`src/design/console_seq_pkg.sv`:
```
package console_seq_pkg;
  // ---------------------------------
  // Mode switch codes
  // ---------------------------------
  localparam logic [3:0] MODE_PROCESS = 4'h8;
  localparam logic [3:0] MODE_DISPLAY = 4'h4;
  localparam logic [3:0] MODE_SCAN    = 4'h2;
  // ---------------------------------
  // Widths and aux storage layout
  // ---------------------------------
  localparam int         ADDR_W       = 15;
  localparam int         WORD_W       = 10;
  localparam logic [7:0] AUX_NIA_HI   = 8'h30;
  localparam logic [7:0] AUX_NIA_LO   = 8'h31;
  localparam logic [7:0] AUX_LAST     = 8'hFF;
  // ---------------------------------
  // Reset, clear and error values
  // ---------------------------------
  localparam logic [4:0] PARITY_ONLY  = 5'h10;
  localparam logic [3:0] ADDR_ERR     = 4'h5;
  localparam logic [3:0] DIGIT_ZERO   = 4'h0;
  localparam logic [4:0] NIB_RESET    = 5'h10;
endpackage : console_seq_pkg

```
`src/design/console_manual_control_sequencer.sv`:
```
// Chosen here: strobed register access and the register addresses.
`timescale 1ns/1ps
module console_manual_control_sequencer #(
  parameter int MAIN_BYTES = 8192,
  parameter int IO_UNITS   = 4
) (
  input  wire logic                  clk,
  input  wire logic                  rst_n,
  input  wire logic [3:0]            mode_switch,
  input  wire logic                  start_key,
  input  wire logic                  stop_key,
  input  wire logic                  time_sharing_off,
  input  wire logic                  aux_storage_switch,
  input  wire logic [3:0]            addr_switch1,
  input  wire logic [3:0]            addr_switch2,
  input  wire logic [3:0]            addr_switch3,
  input  wire logic [3:0]            addr_switch4,
  input  wire logic                  io_request,
  input  wire logic [IO_UNITS-1:0]   io_execute,
  input  wire logic                  ifetch_begin,
  input  wire logic                  io_instr_done,
  input  wire logic                  addr_step,
  input  wire logic [15:0]           cpu_next_addr,
  input  wire logic [9:0]            mem_rdata,
  output logic                       mem_rd,
  output logic                       mem_wr,
  output logic                       mem_aux,
  output logic [14:0]                mem_addr,
  output logic [9:0]                 mem_wdata,
  output logic                       run_flag,
  output logic                       store_parity_error_flag,
  output logic                       stop_request,
  output logic                       fetch_start,
  output logic                       service_start,
  output logic [3:0]                 high_digit_reg,
  output logic [3:0]                 second_digit_reg,
  output logic [3:0]                 third_digit_reg,
  output logic [3:0]                 fourth_digit_reg,
  output logic [3:0]                 storage_extension_reg,
  output logic [4:0]                 upper_nibble_reg,
  output logic [4:0]                 lower_nibble_reg,
  output logic [4:0]                 aux_pointer_reg,
  output logic [4:0]                 indicator_nibble_reg
);
  // ---------------------------------
  // Elaboration checks
  // ---------------------------------
  if (MAIN_BYTES < 256 || MAIN_BYTES > 32768 || (MAIN_BYTES & (MAIN_BYTES - 1)) != 0)
    $error("MAIN_BYTES must be a power of two from 256 to 32768");
  if (IO_UNITS < 1 || IO_UNITS > 16)
    $error("IO_UNITS must be 1 to 16");

  localparam logic [14:0] MAIN_TOP = 15'(MAIN_BYTES - 1);

  typedef enum logic [28:0] {
    S_IDLE      = 29'h0000001, S_START    = 29'h0000002,
    S_SW1       = 29'h0000004, S_SW2      = 29'h0000008,
    S_MOVE_S    = 29'h0000010, S_MOVE_E   = 29'h0000020,
    S_LOAD_TR   = 29'h0000040, S_CLEAR_PI = 29'h0000080,
    S_SENSE     = 29'h0000100, S_DISPATCH = 29'h0000200,
    S_PSW_A     = 29'h0000400, S_PSW_B    = 29'h0000800,
    S_PSW_C     = 29'h0001000, S_PSW_D    = 29'h0002000,
    S_RUN       = 29'h0004000, S_SAVE_HI  = 29'h0008000,
    S_SAVE_LO   = 29'h0010000, S_STOP_CHK = 29'h0020000,
    S_HOLD      = 29'h0040000, S_DISP_RD  = 29'h0080000,
    S_DISP_WAIT = 29'h0100000, S_DISP_CAP = 29'h0200000,
    S_DISP_WB   = 29'h0400000, S_SCAN_RD  = 29'h0800000,
    S_SCAN_WAIT = 29'h1000000, S_SCAN_CAP = 29'h2000000,
    S_SCAN_WB   = 29'h4000000, S_SCAN_INC = 29'h8000000,
    S_HALT      = 29'h10000000
  } state_type;

  state_type state_reg;
  state_type state_next;

  // ---------------------------------
  // Helpers
  // ---------------------------------
  function automatic logic [4:0] sense_nib(input logic [3:0] v);
    sense_nib = {~^v, v};
  endfunction : sense_nib

  function automatic logic [9:0] pack_byte(input logic [3:0] hi, input logic [3:0] lo);
    pack_byte = {sense_nib(hi), sense_nib(lo)};
  endfunction : pack_byte

  function automatic logic nib_ok(input logic [4:0] n);
    nib_ok = ^n;
  endfunction : nib_ok

  logic [14:0] cur_addr;
  logic [14:0] inc_addr;
  logic        main_wrap;
  logic        aux_wrap;
  logic        byte_bad;

  assign cur_addr  = {storage_extension_reg[2:0], second_digit_reg,
                      third_digit_reg, fourth_digit_reg};
  assign main_wrap = cur_addr == MAIN_TOP;
  assign inc_addr  = main_wrap ? 15'h0000 : 15'(cur_addr + 15'h0001);
  assign aux_wrap  = {third_digit_reg, fourth_digit_reg} == console_seq_pkg::AUX_LAST;
  assign byte_bad  = !nib_ok(upper_nibble_reg) || !nib_ok(lower_nibble_reg);

  // ---------------------------------
  // Sequencer
  // ---------------------------------
  always_comb begin
    state_next = state_reg;
    case (state_reg)
      S_IDLE:      if (start_key) state_next = S_START;
      S_START:     if (io_request) state_next = S_IDLE;
                   else if (aux_storage_switch) state_next = S_LOAD_TR;
                   else state_next = S_SW1;
      S_SW1:       state_next = S_SW2;
      S_SW2:       state_next = S_MOVE_S;
      S_MOVE_S:    state_next = S_MOVE_E;
      S_MOVE_E:    state_next = S_LOAD_TR;
      S_LOAD_TR:   state_next = S_CLEAR_PI;
      S_CLEAR_PI:  state_next = S_SENSE;
      S_SENSE:     state_next = S_DISPATCH;
      S_DISPATCH: begin
        case (lower_nibble_reg[3:0])
          console_seq_pkg::MODE_PROCESS:
            state_next = aux_storage_switch ? S_HALT : S_PSW_A;
          console_seq_pkg::MODE_DISPLAY: state_next = S_DISP_RD;
          console_seq_pkg::MODE_SCAN:    state_next = S_SCAN_RD;
          default:                       state_next = S_HALT;
        endcase
      end
      S_PSW_A:     state_next = S_PSW_B;
      S_PSW_B:     state_next = S_PSW_C;
      S_PSW_C:     state_next = S_PSW_D;
      S_PSW_D:     state_next = S_RUN;
      S_RUN: begin
        if (ifetch_begin && stop_request) state_next = S_SAVE_HI;
        else if (io_instr_done && time_sharing_off) state_next = S_SAVE_HI;
        else if (addr_step && main_wrap) state_next = S_HALT;
      end
      S_SAVE_HI:   state_next = S_SAVE_LO;
      S_SAVE_LO:   state_next = S_STOP_CHK;
      S_STOP_CHK:  state_next = stop_request ? S_DISP_RD : S_HOLD;
      S_HOLD:      if (io_execute == '0) state_next = S_RUN;
      S_DISP_RD:   state_next = S_DISP_WAIT;
      S_DISP_WAIT: state_next = S_DISP_CAP;
      S_DISP_CAP:  state_next = S_DISP_WB;
      S_DISP_WB:   state_next = S_HALT;
      S_SCAN_RD:   state_next = S_SCAN_WAIT;
      S_SCAN_WAIT: state_next = S_SCAN_CAP;
      S_SCAN_CAP:  state_next = S_SCAN_WB;
      S_SCAN_WB:   state_next = byte_bad ? S_HALT : S_SCAN_INC;
      S_SCAN_INC:  state_next = stop_request ? S_DISP_RD : S_SCAN_RD;
      S_HALT:      state_next = S_IDLE;
      default:     state_next = S_IDLE;
    endcase
  end

  always_ff @(posedge clk or negedge rst_n) begin
    if (!rst_n) begin
      state_reg <= S_IDLE;
    end else begin
      state_reg <= state_next;
    end
  end

  // ---------------------------------
  // Stop request latch and run flag
  // ---------------------------------
  // The key press wins over the clear made by the halt.
  always_ff @(posedge clk or negedge rst_n) begin
    if (!rst_n) begin
      stop_request <= 1'b0;
    end else if (stop_key) begin
      stop_request <= 1'b1;
    end else if (state_reg == S_HALT || (state_reg == S_IDLE && start_key)) begin
      stop_request <= 1'b0;
    end
  end

  always_ff @(posedge clk or negedge rst_n) begin
    if (!rst_n) begin
      run_flag <= 1'b0;
    end else if (state_reg == S_HALT) begin
      run_flag <= 1'b0;
    end else if (state_reg == S_IDLE && start_key) begin
      run_flag <= 1'b1;
    end
  end

  always_ff @(posedge clk or negedge rst_n) begin
    if (!rst_n) begin
      store_parity_error_flag <= 1'b0;
    end else if (state_reg == S_SCAN_WB && byte_bad) begin
      store_parity_error_flag <= 1'b1;
    end else if (state_reg == S_IDLE && start_key) begin
      store_parity_error_flag <= 1'b0;
    end
  end

  // ---------------------------------
  // Phase pulses
  // ---------------------------------
  always_ff @(posedge clk or negedge rst_n) begin
    if (!rst_n) begin
      fetch_start   <= 1'b0;
      service_start <= 1'b0;
    end else begin
      fetch_start   <= (state_reg == S_PSW_D) ||
                       (state_reg == S_HOLD && io_execute == '0);
      service_start <= state_reg == S_START && io_request;
    end
  end

  // ---------------------------------
  // Address digits
  // ---------------------------------
  always_ff @(posedge clk or negedge rst_n) begin
    if (!rst_n) begin
      high_digit_reg        <= console_seq_pkg::DIGIT_ZERO;
      second_digit_reg      <= console_seq_pkg::DIGIT_ZERO;
      third_digit_reg       <= console_seq_pkg::DIGIT_ZERO;
      fourth_digit_reg      <= console_seq_pkg::DIGIT_ZERO;
      storage_extension_reg <= console_seq_pkg::DIGIT_ZERO;
    end else begin
      case (state_reg)
        S_START: if (!io_request && aux_storage_switch) begin
          high_digit_reg        <= console_seq_pkg::DIGIT_ZERO;
          second_digit_reg      <= console_seq_pkg::DIGIT_ZERO;
          storage_extension_reg <= console_seq_pkg::DIGIT_ZERO;
        end
        S_MOVE_S: begin
          second_digit_reg      <= lower_nibble_reg[3:0];
          storage_extension_reg <= upper_nibble_reg[3:0];
        end
        S_MOVE_E: high_digit_reg <= upper_nibble_reg[3:0];
        S_LOAD_TR: begin
          third_digit_reg  <= addr_switch3;
          fourth_digit_reg <= addr_switch4;
        end
        S_PSW_C: begin
          high_digit_reg        <= mem_rdata[8:5];
          storage_extension_reg <= {1'b0, mem_rdata[7:5]};
          second_digit_reg      <= mem_rdata[3:0];
        end
        S_PSW_D: begin
          third_digit_reg  <= mem_rdata[8:5];
          fourth_digit_reg <= mem_rdata[3:0];
        end
        S_RUN: begin
          if ((ifetch_begin && stop_request) || (io_instr_done && time_sharing_off)) begin
            high_digit_reg        <= cpu_next_addr[15:12];
            storage_extension_reg <= {1'b0, cpu_next_addr[14:12]};
            second_digit_reg      <= cpu_next_addr[11:8];
            third_digit_reg       <= cpu_next_addr[7:4];
            fourth_digit_reg      <= cpu_next_addr[3:0];
          end else if (addr_step && !main_wrap) begin
            {storage_extension_reg[2:0], second_digit_reg,
             third_digit_reg, fourth_digit_reg} <= inc_addr;
          end
        end
        S_SCAN_INC: begin
          if (aux_storage_switch) begin
            second_digit_reg <= console_seq_pkg::DIGIT_ZERO;
            {third_digit_reg, fourth_digit_reg} <=
              8'({third_digit_reg, fourth_digit_reg} + 8'h01);
          end else begin
            {storage_extension_reg[2:0], second_digit_reg,
             third_digit_reg, fourth_digit_reg} <= inc_addr;
            if (main_wrap) begin
              high_digit_reg <= console_seq_pkg::DIGIT_ZERO;
            end
          end
        end
        default: ;
      endcase
    end
  end

  // ---------------------------------
  // Data nibbles, pointer, indicator
  // ---------------------------------
  always_ff @(posedge clk or negedge rst_n) begin
    if (!rst_n) begin
      upper_nibble_reg <= console_seq_pkg::NIB_RESET;
      lower_nibble_reg <= console_seq_pkg::NIB_RESET;
    end else begin
      case (state_reg)
        S_SW1:      lower_nibble_reg <= sense_nib(addr_switch1);
        S_SW2: begin
          upper_nibble_reg <= lower_nibble_reg;
          lower_nibble_reg <= sense_nib(addr_switch2);
        end
        S_SENSE:    lower_nibble_reg <= sense_nib(mode_switch);
        S_DISP_CAP, S_SCAN_CAP: begin
          upper_nibble_reg <= mem_rdata[9:5];
          lower_nibble_reg <= mem_rdata[4:0];
        end
        default: ;
      endcase
    end
  end

  always_ff @(posedge clk or negedge rst_n) begin
    if (!rst_n) begin
      aux_pointer_reg      <= console_seq_pkg::PARITY_ONLY;
      indicator_nibble_reg <= console_seq_pkg::PARITY_ONLY;
    end else if (state_reg == S_CLEAR_PI || state_reg == S_STOP_CHK) begin
      aux_pointer_reg      <= console_seq_pkg::PARITY_ONLY;
      indicator_nibble_reg <= console_seq_pkg::PARITY_ONLY;
    end else if (state_reg == S_RUN && addr_step && main_wrap) begin
      indicator_nibble_reg <= sense_nib(console_seq_pkg::ADDR_ERR);
    end
  end

  // ---------------------------------
  // Storage port
  // ---------------------------------
  // Read data arrive in the cycle after the strobe is on the pins,
  // so display and scan reads spend one wait state before capture; the two PSW reads overlap.
  always_ff @(posedge clk or negedge rst_n) begin
    if (!rst_n) begin
      mem_rd    <= 1'b0;
      mem_wr    <= 1'b0;
      mem_aux   <= 1'b0;
      mem_addr  <= '0;
      mem_wdata <= '0;
    end else begin
      mem_rd <= 1'b0;
      mem_wr <= 1'b0;
      case (state_reg)
        S_PSW_A, S_PSW_B: begin
          mem_rd   <= 1'b1;
          mem_aux  <= 1'b1;
          mem_addr <= {7'h00, (state_reg == S_PSW_A) ? console_seq_pkg::AUX_NIA_HI
                                                     : console_seq_pkg::AUX_NIA_LO};
        end
        S_SAVE_HI, S_SAVE_LO: begin
          mem_wr    <= 1'b1;
          mem_aux   <= 1'b1;
          mem_addr  <= {7'h00, (state_reg == S_SAVE_HI) ? console_seq_pkg::AUX_NIA_HI
                                                        : console_seq_pkg::AUX_NIA_LO};
          mem_wdata <= (state_reg == S_SAVE_HI)
                       ? pack_byte(high_digit_reg, second_digit_reg)
                       : pack_byte(third_digit_reg, fourth_digit_reg);
        end
        S_DISP_RD, S_SCAN_RD: begin
          mem_rd   <= 1'b1;
          mem_aux  <= aux_storage_switch;
          mem_addr <= cur_addr;
        end
        S_DISP_WB, S_SCAN_WB: begin
          mem_wr    <= 1'b1;
          mem_aux   <= aux_storage_switch;
          mem_addr  <= cur_addr;
          mem_wdata <= {upper_nibble_reg, lower_nibble_reg};
        end
        default: ;
      endcase
    end
  end
endmodule : console_manual_control_sequencer

```
`config.mk`:
```
export PLATFORM = sky130hd
export DESIGN_NAME = console_manual_control_sequencer
export DESIGN_NICKNAME = d
export VERILOG_FILES = /design/src/design/console_seq_pkg.sv /design/src/design/console_manual_control_sequencer.sv
export SDC_FILE = /design/constraint.sdc
export NUM_CORES = 1
export LEC_CHECK = 0
export BUFFER_PORTS_ARGS = -buffer_cell sky130_fd_sc_hd__buf_2
export CAP_MARGIN = 20
export CORE_UTILIZATION = 56
export DETAILED_ROUTE_END_ITERATION = 7
export PLACE_DENSITY_LB_ADDON = 0.08
export SYNTH_ARGS = -nofsm -noshare
export SYNTH_HDL_FRONTEND = slang
export SYNTH_SLANG_ARGS = --single-unit
```
`constraint.sdc`:
```
create_clock -name clk -period 3.5 [get_ports clk]
set_clock_uncertainty 0.2 [all_clocks]
set_input_delay 0.35 -clock clk [delete_from_list [all_inputs] [get_ports clk]]
set_output_delay 0.35 -clock clk [all_outputs]
set_load 0.02 [all_outputs]
```
# Word level (Yosys, flattened, before mapping)
# Cells that the tools add are included.
[op_classes] mux=55 n_eq_ne=41 addsub=2 n_reduce_logical=57
[ops] cell="$pmux W29 S28" count=1
[ops] cell="$mux W29" count=7
[ops] cell="$pmux W29 S3" count=1
[ops] cell="$mux W4" count=13
[ops] cell="$pmux W15 S3" count=1
[ops] cell="$pmux W4 S5" count=2
[ops] cell="$pmux W4 S4" count=2
[ops] cell="$eq A29 B1 Y1 const B" count=1
[ops] cell="$eq A29 B10 Y1 const B" count=1
[ops] cell="$eq A29 B11 Y1 const B" count=1
[ops] cell="$eq A29 B12 Y1 const B" count=1
[ops] cell="$eq A29 B13 Y1 const B" count=1
[ops] cell="$eq A29 B14 Y1 const B" count=1
[ops] cell="$eq A29 B15 Y1 const B" count=1
[ops] cell="$eq A29 B16 Y1 const B" count=1
[ops] cell="$eq A29 B17 Y1 const B" count=1
[ops] cell="$eq A29 B18 Y1 const B" count=1
[ops] cell="$eq A29 B19 Y1 const B" count=1
[ops] cell="$eq A29 B2 Y1 const B" count=1
[ops] cell="$eq A29 B20 Y1 const B" count=1
[ops] cell="$eq A29 B21 Y1 const B" count=1
[ops] cell="$eq A29 B22 Y1 const B" count=1
[ops] cell="$eq A29 B23 Y1 const B" count=1
[ops] cell="$eq A29 B24 Y1 const B" count=1
[ops] cell="other kinds (52)" count=111
[word_totals] output_inout_bits=73 word_cells=175 in_bits=60 ff_bits=97

# Depth between registers and ports, before layout
# Gate-level depths: netlist (run 1).
[depth] depth_word=6 ltp_mapped=10 ltp_nobuf=7

# Least setup slack after synthesis (run 1)
# Ideal clock, no wire load.
[synth_path] path_kind="register -> register" from="register state_reg[4]" to="register fourth_digit_reg[3]" setup_ns=0.130 n_path_buf=1 required_time_ns=3.170 arrival_ns=2.366 slack_ns=0.804 path_stages_with_launch=8 synth_period_minus_slack_ns=2.696 path_cell_list="dfrtp_1 -> nor4_4 -> nand4_4 -> or4_1 -> buf_4 -> a222oi_1 -> o31a_1 -> o31ai_2"
[synth_between] elab_chain_len=3 elab_cells_between_ends=8 classes_between="eq/ne (5); mux (1); reduce/logical (2)"
[synth_rtl] element="from (decl)" line="console_manual_control_sequencer.sv:73" source="state_type state_reg;"
[synth_rtl] element="from (signal assigned)" line="console_manual_control_sequencer.sv:161" source="state_reg <= state_next;"
[synth_rtl] element="$eq A29 B15 Y1, or another cell as far along" line="console_manual_control_sequencer.sv:224" source="case (state_reg)"
[synth_rtl] element="$ne A3 B3 Y1 (no line) / $reduce_bool A4 Y1 (equally long branches)"
[synth_rtl] element="$reduce_and A2 Y1 (no line)"
[synth_rtl] element="to (signal assigned)" line="console_manual_control_sequencer.sv:221" source="fourth_digit_reg <= console_seq_pkg::DIGIT_ZERO;"
[synth_rtl] element="to (signal assigned)" line="console_manual_control_sequencer.sv:237" source="fourth_digit_reg <= addr_switch4;"
[synth_rtl] element="to (signal assigned)" line="console_manual_control_sequencer.sv:246" source="fourth_digit_reg <= mem_rdata[3:0];"
[synth_rtl] element="to (decl)" line="console_manual_control_sequencer.sv:38" source="output logic [3:0] fourth_digit_reg,"
# Several ways; a longest one is shown, not always the timed one.
# A chain may end at the register's enable or synchronous reset.

# Worst setup path after layout (run 1)
[layout_path] from="register state_reg[9]" to="register lower_nibble_reg[4]"
[layout_between] elab_chain_len=3 elab_cells_between_ends=8 classes_between="eq/ne (5); mux (1); reduce/logical (2)"
[layout_rtl] element="$eq A29 B26 Y1 / $eq A29 B22 Y1 (equally long branches)" line="console_manual_control_sequencer.sv:286" source="case (state_reg)"
[layout_rtl] element="$reduce_or A2 Y1" line="console_manual_control_sequencer.sv:286"
[layout_rtl] element="$pmux W5 S4 / $reduce_bool A4 Y1 (equally long branches)"
[layout_rtl] element="to (signal assigned)" line="console_manual_control_sequencer.sv:284" source="lower_nibble_reg <= console_seq_pkg::NIB_RESET;"
[layout_rtl] element="to (signal assigned)" line="console_manual_control_sequencer.sv:287" source="S_SW1: lower_nibble_reg <= sense_nib(addr_switch1);"
[layout_rtl] element="to (signal assigned)" line="console_manual_control_sequencer.sv:290" source="lower_nibble_reg <= sense_nib(addr_switch2);"
[layout_rtl] element="to (decl)" line="console_manual_control_sequencer.sv:41" source="output logic [4:0] lower_nibble_reg,"
# Several ways; a longest one is shown, not always the timed one.

==> out/metrics.cfg, run 1 <==
[status]
run_status=finished clean

[finish]
diodes=0
num-fill-cells=853
final_cell_mix=buf_2 (123), dfrtp_1 (90), nand2_1 (55), nor2_1 (47), nand3_1 (36)
drive_above_1_share_pct=28.7
area.growth.synth_to_final_pct=18.0
largest_reg_flops=29
fin_cells=942
num-nets-final=872
final_common_cell=buf_2

[sta]
grt_setup_unrepaired=false
period_share_pct=93.0
hold_violations=0
setup_viol=0
slew_headroom_pct=37.0
finalSetupTns_ns=0
period_minus_slack_ns=3.25
worstMarginPinSlew_ns=0.938
slew_violations=0
worst_hold_slack_ns=0.0506
worst_slack_ns=0.246
max_freq_mhz=307

[yosys]
synth.distinct_cells=87
ys_ff_latch=93
synthCells=660
ys.flop_type=dfrtp_1
synth.yosys.seq_area_share_pct=37.8
syn_area_per_cell_um2=9.35
ys_async_sr_fraction_pct=100
yosys_warnings=0
netlist_area_um2=6170
synth_edf_count=0

[place]
dpl.hpwl_mm=16.7
pre_cts_slack_ns=0.435
gp_congestion=1.02
dpl.cell_count=921
portBuffers=124

[clock_tree]
cts_setup_buffers=0
cts_buffers=9
clock_sinks=93
clockBufferDepth=2
cts_tree=done
clockRootBuffer=clkbuf_8
insertion_delay_ns=0.39
h-tree-depth=3
clkTransAtPathRegs_ns=0.09
cts_resized=0

[global_route]
grt_remaining_overflow=0
grt_use_total_pct=39.4
grt_max_degree=69
grt_pass1_wl_mm=33.1
grt_antenna_before_repair=0
grt_pass1_vias=5822

[worst_setup_path]
cp_data_required_time_ns=3.60
r2r_slack_ns=0.25
critical_path_class=flip-flop to flip-flop
worstSetupStartpointType=flip-flop
cp_slowest_cell=nor4_2
worstPathMaxFanout=10
cpLargestDelayFamily=simple AND/OR/NAND/NOR gates
crit_buf_inv=1
critical_path_arrival_ns=3.35
end_kind=flip-flop
slowest_delay_ns=0.67
crit_chain=nor4_4 > nand3_2 > buf_4 > nor4_2 > nor3_1 > a31oi_1 > a21oi_1

[pwr]
p_per_area_nw_per_um2=468
p_leak_nw=3.48
ir_worst_vdd_mv=0.447

[floorplanning]
die_h_um=107
pin_count=133
start_util_pct=58.7
coreArea_um2=10500
die_w_um=107
dieArea_um2=11400
fp-row-count=37

[routing]
via_per_inst=6.65
drcViolationCount=0
wire_per_inst_um=23.0
drtIter0Drc=815
ant_nets=0
drt-pass1-iter-count=6
wirelength_mm=21.6
vias=6264

[job]
maxCapViolCount=0

[worst_hold_path]
hp-class=input pin to flip-flop

-- worst paths after layout --
check / endpoint / depth (start not counted) / startpoint
min in group asynchronous: store_parity_error_flag / 2 / rst_n
max in group asynchronous: mem_addr[6] / 3 / rst_n
worst min-delay path: upper_nibble_reg[3] / 3 / mem_rdata[8]
worst min register to register: mem_addr[4] / 1 / mem_addr[4]
worst max register to register: lower_nibble_reg[4] / 7 / state_reg[9]
worst max-delay path: lower_nibble_reg[4] / 7 / state_reg[9]
-- logic make-up (layout without fill, tap and decap cells) --
| logic type | after synthesis | after routing | synth area share (%) |
|---|---|---|---|
| flip-flops | 93 | 93 | 37.8 |
| XOR/XNOR | 26 | 26 | 3.69 |
| buffers and inverters | 68 | 208 | 5.58 |
| AO/OA/AOI/OAI | 162 | 162 | 19.7 |
| other | 2 | 8 | 0.122 |
| adder cells (fa/ha/maj) | 11 | 11 | 2.23 |
| AND/OR/NAND/NOR | 282 | 282 | 28.1 |
| multiplexers | 16 | 16 | 2.80 |
-- what timing repair did --
| item | CTS | global route |
|---|---|---|
| hold buffers | 4 | 0 |
| hold endpoints to repair | 66 | 0 |
| setup endpoints to repair | 0 | 0 |
-- Yosys cell counts, drive strengths merged (7+ instances only) --
cell,n,area share (%)
dfrtp,90,36
nand2,58,3.8
nor2,47,2.9
o21ai,40,3.3
nand3,37,3.1
nor4,36,6.0
inv,32,2.0
buf,26,3.0
nor3,17,1.8
xnor2,16,2.3
a21oi,15,1.3
nand4,13,1.8
o31ai,12,1.6
a222oi,11,1.8
a22oi,11,1.3
ha,11,2.2
and3,10,1.0
clkbuf,10,0.61
mux2,10,1.8
or3,10,1.0
xor2,10,1.4
a22o,9,1.3
nand2b,9,0.91
and2,7,0.71
-- through the flow --
stage               total power [W]  instance area (um2)  util [%]
finish                      0.00341                 7280      69.3
global route                0.00355                 7280      69.3
CTS                         0.00338                 7270      69.2
detailed placement          0.00259                 7010      66.7
global placement            0.00256                 7010      66.7
floorplan                   0.00212                 6190         -
-- worst min-delay path, stage by stage --
cell and delay [ns]:
buf_2 0.13, a22oi_1 0.07, nand2_1 0.06
-- where the power goes --
part / internal, W / switching, W / leakage (nW)
Clock: 0.000410 / 0.000394 / 0.113
Combinational: 0.000433 / 0.000747 / 2.13
Sequential: 0.00120 / 0.000227 / 1.24
-- metal layers --
metal	wire length, um	track usage [%]	vias up	part of all wire, %
li1	-	-	2783	-
met1	8920	55.1	2978	41
met2	9460	58.4	442	44
met3	2480	8.57	61	11
met4	766	17.5	0	3.5
met5	0	0	-	0
-- area by class of cell --
cell class / count / area [um2] / share of cell area, %
multi-input cells: 505 / 3530 / 48.5
flip-flops and latches: 93 / 2330 / 32.0
repair buffers: 160 / 903 / 12.4
clock buffers: 14 / 183 / 2.51
well taps: 136 / 170 / 2.34
inverters: 32 / 123 / 1.68
clock inverters: 2 / 38.8 / 0.533
Power figures use the tool's default switching activity.
==> run 2, diff against run 1 <==
--- a/config.mk
+++ b/config.mk
@@ -10,6 +10,7 @@
 export CORE_UTILIZATION = 56
 export DETAILED_ROUTE_END_ITERATION = 7
 export PLACE_DENSITY_LB_ADDON = 0.08
+export REMOVE_ABC_BUFFERS = 1
 export SYNTH_ARGS = -nofsm -noshare
 export SYNTH_HDL_FRONTEND = slang
 export SYNTH_SLANG_ARGS = --single-unit
==> out/metrics.cfg, run 2 (synthesized netlist as in run 1, its figures left out) <==
[finish]
area.growth.synth_to_final_pct=17.5
diodes=0  ; unchanged
design_area_um2=7250  ; -0.38%
num-nets-final=875  ; +0.34%
largest_reg_flops=29  ; unchanged
final_cell_mix=buf_2 (123), dfrtp_1 (90), nand2_1 (55), nor2_1 (47)
drive_above_1_share_pct=28.8  ; +0.14 points
final_common_cell=buf_2
fin_cells=945  ; +0.32%
num-fill-cells=825  ; -3.3%

[sta]
hold_violations=0  ; unchanged
period_share_pct=91.2  ; -1.7 points
slew_headroom_pct=50.3  ; +13 points
grt_setup_unrepaired=false
slew_violations=0  ; unchanged
setup_viol=0  ; unchanged
period_minus_slack_ns=3.19  ; -0.0612 ns
max_freq_mhz=313  ; +1.9%
worstMarginPinSlew_ns=0.745  ; -0.193 ns

[routing]
wl_met2_mm=9.50  ; +0.43%
wl_met1_mm=9.13  ; +2.4%
wirelength_mm=22.1  ; +2.4%
wire_per_inst_um=23.4  ; +2.1%
drtIter0Drc=763  ; -6.4%
routed-wl-met3_mm=2.81  ; +13%
highest_layer=met4
vias=6394  ; +2.1%
drcViolationCount=1  ; +1
via_per_inst=6.77  ; +1.8%
drt-pass1-iter-count=8  ; +2
ant_nets=0  ; unchanged

[place]
dpl.cell_count=925  ; +0.43%
dpl.hpwl_mm=17.4  ; +4.6%
gp_congestion=1.02  ; +0.61%
dpl_cell_area_um2=7030  ; +0.34%
portBuffers=124  ; unchanged

[worst_setup_path]
crit_path_start=state_reg[4]
worstSetupStartpointType=flip-flop
critical_path_class=flip-flop to flip-flop
cp_data_required_time_ns=3.55  ; -0.05 ns
r2r_slack_ns=0.31  ; +0.06 ns
critical_path_arrival_ns=3.24  ; -0.11 ns
endpoint=fourth_digit_reg[0]
end_kind=flip-flop
r2r_start=state_reg[4]
worstPathMaxFanout=10  ; unchanged
reg2regPathDepth=6  ; -1
r2r_end=fourth_digit_reg[0]

[floorplanning]
dieArea_um2=11400  ; unchanged
die_w_um=107  ; unchanged
fp-row-count=37  ; unchanged
start_util_pct=58.7  ; unchanged
die_h_um=107  ; unchanged
coreArea_um2=10500  ; unchanged
pin_count=133  ; unchanged

[clock_tree]
cts_buffers=9  ; unchanged
cts_setup_buffers=0  ; unchanged
cts_resized=0  ; unchanged
h-tree-depth=3  ; unchanged
insertion_delay_ns=0.38  ; about the same
clkTransAtPathRegs_ns=0.09  ; about the same
clock_sinks=93  ; unchanged
clockBufferDepth=2  ; unchanged
cts_tree=done
clockRootBuffer=clkbuf_8

[status]
violations=design-rule violations
run_status=complete, but fails checks

[pwr]
p_per_area_nw_per_um2=455  ; -2.7%
p_leak_nw=3.47  ; -0.51%
ir_worst_vdd_mv=0.372  ; -17%

[global_route]
grt_remaining_overflow=0  ; unchanged
grt_antenna_before_repair=0  ; unchanged
grt_pass1_vias=6068  ; +4.2%
grt_use_total_pct=40.2  ; +0.85 points
grt_pass1_wl_mm=34.0  ; +2.7%
grt_max_degree=56  ; -19%

[job]
maxCapViolCount=0  ; unchanged

[worst_hold_path]
hp-class=input pin to flip-flop

## run 2: cell count changes in the layout (fill, tap and decap cells not counted), sizes merged
cell,before,now
bufinv,1,0
clkinv,1,2
clkinvlp,0,3
buf,156,159
clkbuf,14,11
## run 2: worst max-delay path: stages, from the launching register on
cell and delay (ns):
dfrtp_1 0.46, nor4_4 0.61, nand4_4 0.34, or4_1 0.76, a222oi_1 0.42, o21a_1 0.19, o31ai_1 0.08
## run 2: how the worst min path moves through the flow
| stage | cells past startpoint | end | startpoint | slack [ns] |
|---|---|---|---|---|
| after floorplan | 0 | fetch_start | rst_n | -0.15 |
| after global placement | 1 | run_flag | rst_n | 0.25 |
| after detailed placement | 1 | run_flag | rst_n | 0.26 |
| after CTS | 3 | lower_nibble_reg[1] | addr_switch2[1] | 0.03 |
| after global routing | 3 | lower_nibble_reg[1] | addr_switch2[1] | 0.04 |
| final | 3 | lower_nibble_reg[1] | addr_switch2[1] | 0.04 |
## run 2: area by class of cell
type | count | area (um2) | share of cell area (%)
clock buffer | 11 | 141 | 1.95
clock inverter | 5 | 36.3 | 0.500
inverter | 32 | 123 | 1.69
multi-input combinational | 505 | 3520 | 48.6
sequential | 93 | 2330 | 32.1
tap | 136 | 170 | 2.35
timing repair buffer | 163 | 926 | 12.8
## run 2: report_power, final
group          total (W)  switching (W)  leakage (nW)  internal, W
Sequential       0.00142       0.000220          1.24      0.00120
Combinational    0.00120       0.000753          2.14     0.000449
Clock           0.000685       0.000407        0.0815     0.000278
Total            0.00330        0.00138          3.47      0.00192
## run 2: through the flow
step | total power, W | hold WS, ns | TNS (ns) | util [%] | setup slack, ns
4_1_cts | 0.00327 | 0.0258 | 0 | 69.0 | 0.389
5_1_grt | 0.00345 | 0.0449 | 0 | 69.0 | 0.160
3_3_place_gp | 0.00257 | 0.250 | 0 | 66.9 | 0.397
6_report | 0.00330 | 0.0364 | 0 | 69.0 | 0.308
2_1_floorplan | 0.00210 | -0.146 | -0.0174 | - | -0.00872
3_5_place_dp | 0.00259 | 0.259 | 0 | 66.9 | 0.400
## run 2: layer usage
layer	up-vias	track usage (%)
li1	2783	-
met3	54	9.79
met5	-	0
met2	490	57.7
met1	3067	57.5
met4	0	17.4
## run 2: repair_timing
item	4_1_cts	5_1_grt
hold buffers	4	0
endpoints found under the hold margin	53	0
setup endpoints to repair	0	0
==> run 3, diff against run 2 <==
--- a/config.mk
+++ b/config.mk
@@ -7,6 +7,7 @@
 export LEC_CHECK = 0
 export BUFFER_PORTS_ARGS = -buffer_cell sky130_fd_sc_hd__buf_2
 export CAP_MARGIN = 20
+export CORE_MARGIN = 4
 export CORE_UTILIZATION = 56
 export DETAILED_ROUTE_END_ITERATION = 7
 export PLACE_DENSITY_LB_ADDON = 0.08
@@ -14,3 +15,4 @@
 export SYNTH_ARGS = -nofsm -noshare
 export SYNTH_HDL_FRONTEND = slang
 export SYNTH_SLANG_ARGS = --single-unit
+export TNS_END_PERCENT = 10
==> out/metrics.cfg, run 3 (synthesized netlist as in run 1, its figures left out) <==
[sta]
period_share_pct=91.3  ; +0.10 points
period_minus_slack_ns=3.20  ; +0.00360 ns
grt_setup_unrepaired=false
hold_violations=0  ; unchanged
finalSetupTns_ns=0  ; unchanged
slew_violations=0  ; unchanged
max_freq_mhz=313  ; -0.11%
setup_viol=0  ; unchanged
worstMarginPinSlew_ns=0.910  ; +0.164 ns
slew_headroom_pct=38.9  ; -11 points

[worst_setup_path]
critical_path_class=flip-flop to flip-flop
end_kind=flip-flop
worstSetupStartpointType=flip-flop
cp_data_required_time_ns=3.61  ; +0.06 ns
critical_path_arrival_ns=3.30  ; +0.06 ns
worstPathMaxFanout=9  ; -1

[place]
portBuffers=124  ; unchanged
dpl.hpwl_mm=16.8  ; -3.4%
gp_congestion=1.06  ; +4.0%
dpl_cell_area_um2=7010  ; -0.28%

[finish]
num-fill-cells=865  ; +4.8%
final_cell_mix=buf_2 (123), dfrtp_1 (90), nand2_1 (55), nor2_1 (47), nand3_1 (36)
final_core_util_pct=67.4  ; -1.6 points
seqCellArea_um2=2330  ; unchanged
largest_reg_flops=29  ; unchanged
diodes=0  ; unchanged
design_area_um2=7280  ; +0.36%
multi_input_area_um2=3520  ; unchanged
area.growth.synth_to_final_pct=17.9
drive_above_1_share_pct=28.5  ; -0.32 points
num-nets-final=870  ; -0.57%
final_common_cell=buf_2

[job]
maxCapViolCount=0  ; unchanged

[floorplanning]
dieArea_um2=12800  ; +12%
start_util_pct=57.2  ; -1.5 points
fp-row-count=38  ; +2.7%
die_w_um=113  ; +5.6%
pin_count=133  ; unchanged
die_h_um=113  ; +5.6%
coreArea_um2=10800  ; +2.7%

[routing]
wirelength_mm=21.7  ; -2.0%
drcViolationCount=0  ; -1
drt-pass1-iter-count=8  ; unchanged
ant_nets=0  ; unchanged
wire_per_inst_um=23.0  ; -1.9%
vias=6269  ; -2.0%
via_per_inst=6.64  ; -1.9%
drtIter0Drc=1033  ; +35%

[clock_tree]
cts_buffers=9  ; unchanged
cts_resized=0  ; unchanged
h-tree-depth=3  ; unchanged
clkTransAtPathRegs_ns=0.09  ; about the same
insertion_delay_ns=0.39  ; about the same
clock_sinks=93  ; unchanged
cts_tree=done
clockRootBuffer=clkbuf_8
clockBufferDepth=2  ; unchanged

[global_route]
grt_antenna_before_repair=0  ; unchanged
use_met1_pct=49.4  ; -8.0 points
grt_util_met2_pct=50.1  ; -7.6 points
grt_max_degree=49  ; -13%
grt_pass1_wl_mm=33.7  ; -0.81%
grt_remaining_overflow=0  ; unchanged
gr-max-usage-layer=met2
grt_use_total_pct=34.1  ; -6.1 points
grt_pass1_vias=6010  ; -0.96%
grt_use_met3_pct=7.81  ; -2.0 points

[pwr]
p_leak_nw=3.48  ; +0.35%
p_per_area_nw_per_um2=474  ; +4.2%
ir_worst_vdd_mv=0.389  ; +4.6%

[status]
run_status=finished clean

[worst_hold_path]
hp-class=input pin to flip-flop

run 3: cell count changes in the layout (fill, tap and decap cells not counted), sizes merged:
cell      previous run  this run
buf                159       154
bufinv               0         2
clkbuf              11        10
clkinv               2         3
clkinvlp             3         1
run 3: final timing paths:
path | from | endpoint | slack [ns] | depth (start not counted)
min in group asynchronous | rst_n | run_flag | 0.32 | 2
min | addr_switch2[1] | lower_nibble_reg[1] | 0.03 | 3
max in group asynchronous | rst_n | state_reg[20] | 2.08 | 3
max | state_reg[17] | high_digit_reg[3] | 0.30 | 6
max reg2reg | state_reg[17] | high_digit_reg[3] | 0.30 | 6
min reg2reg | store_parity_error_flag | store_parity_error_flag | 0.27 | 2
run 3: layout make-up:
cell class | count | share of cell area, %
tap | 140 | 2.41
multi-input combinational | 505 | 48.4
timing repair buffer | 158 | 12.4
sequential | 93 | 32.0
clock buffer | 10 | 1.89
clock inverter | 6 | 1.19
inverter | 32 | 1.68
run 3: routing by layer:
metal / vias up / part of all wire (%)
li1: 2780 / -
met1: 2960 / 41
met2: 466 / 43
met3: 63 / 13
met4: 0 / 3.0
met5: - / 0
run 3: critical path, cell delays in order, from the launching register on:
cell and delay, ns:
dfrtp_1 0.46, or4b_2 0.81, nor4b_2 0.43, and2_1 0.44
nand2_1 0.13, a21oi_2 0.38, mux2i_1 0.26
run 3: what timing repair did:
item / CTS / global route
setup buffers: 0 / 0
hold endpoints to repair: 45 / 0
endpoints found under the setup margin: 0 / 0
hold buffers: 4 / 0
run 3: per-stage QoR:
stage / instances / setup WS (ns) / total power (W) / hold WS (ns)
detailed placement: 924 / 0.411 / 0.00260 / 0.201
global placement: 924 / 0.411 / 0.00258 / 0.193
global route: 944 / 0.223 / 0.00360 / 0.0332
floorplan: 630 / -0.00872 / 0.00210 / -0.146
CTS: 944 / 0.391 / 0.00342 / 0.0173
finish: 944 / 0.304 / 0.00345 / 0.0313
run 3: power breakdown:
part | switching (W) | leakage, nW | total [W] | internal, W
sequential | 0.000232 | 1.24 | 0.00143 | 0.00120
combinational | 0.000751 | 2.13 | 0.00119 | 0.000442
clock | 0.000410 | 0.112 | 0.000831 | 0.000421
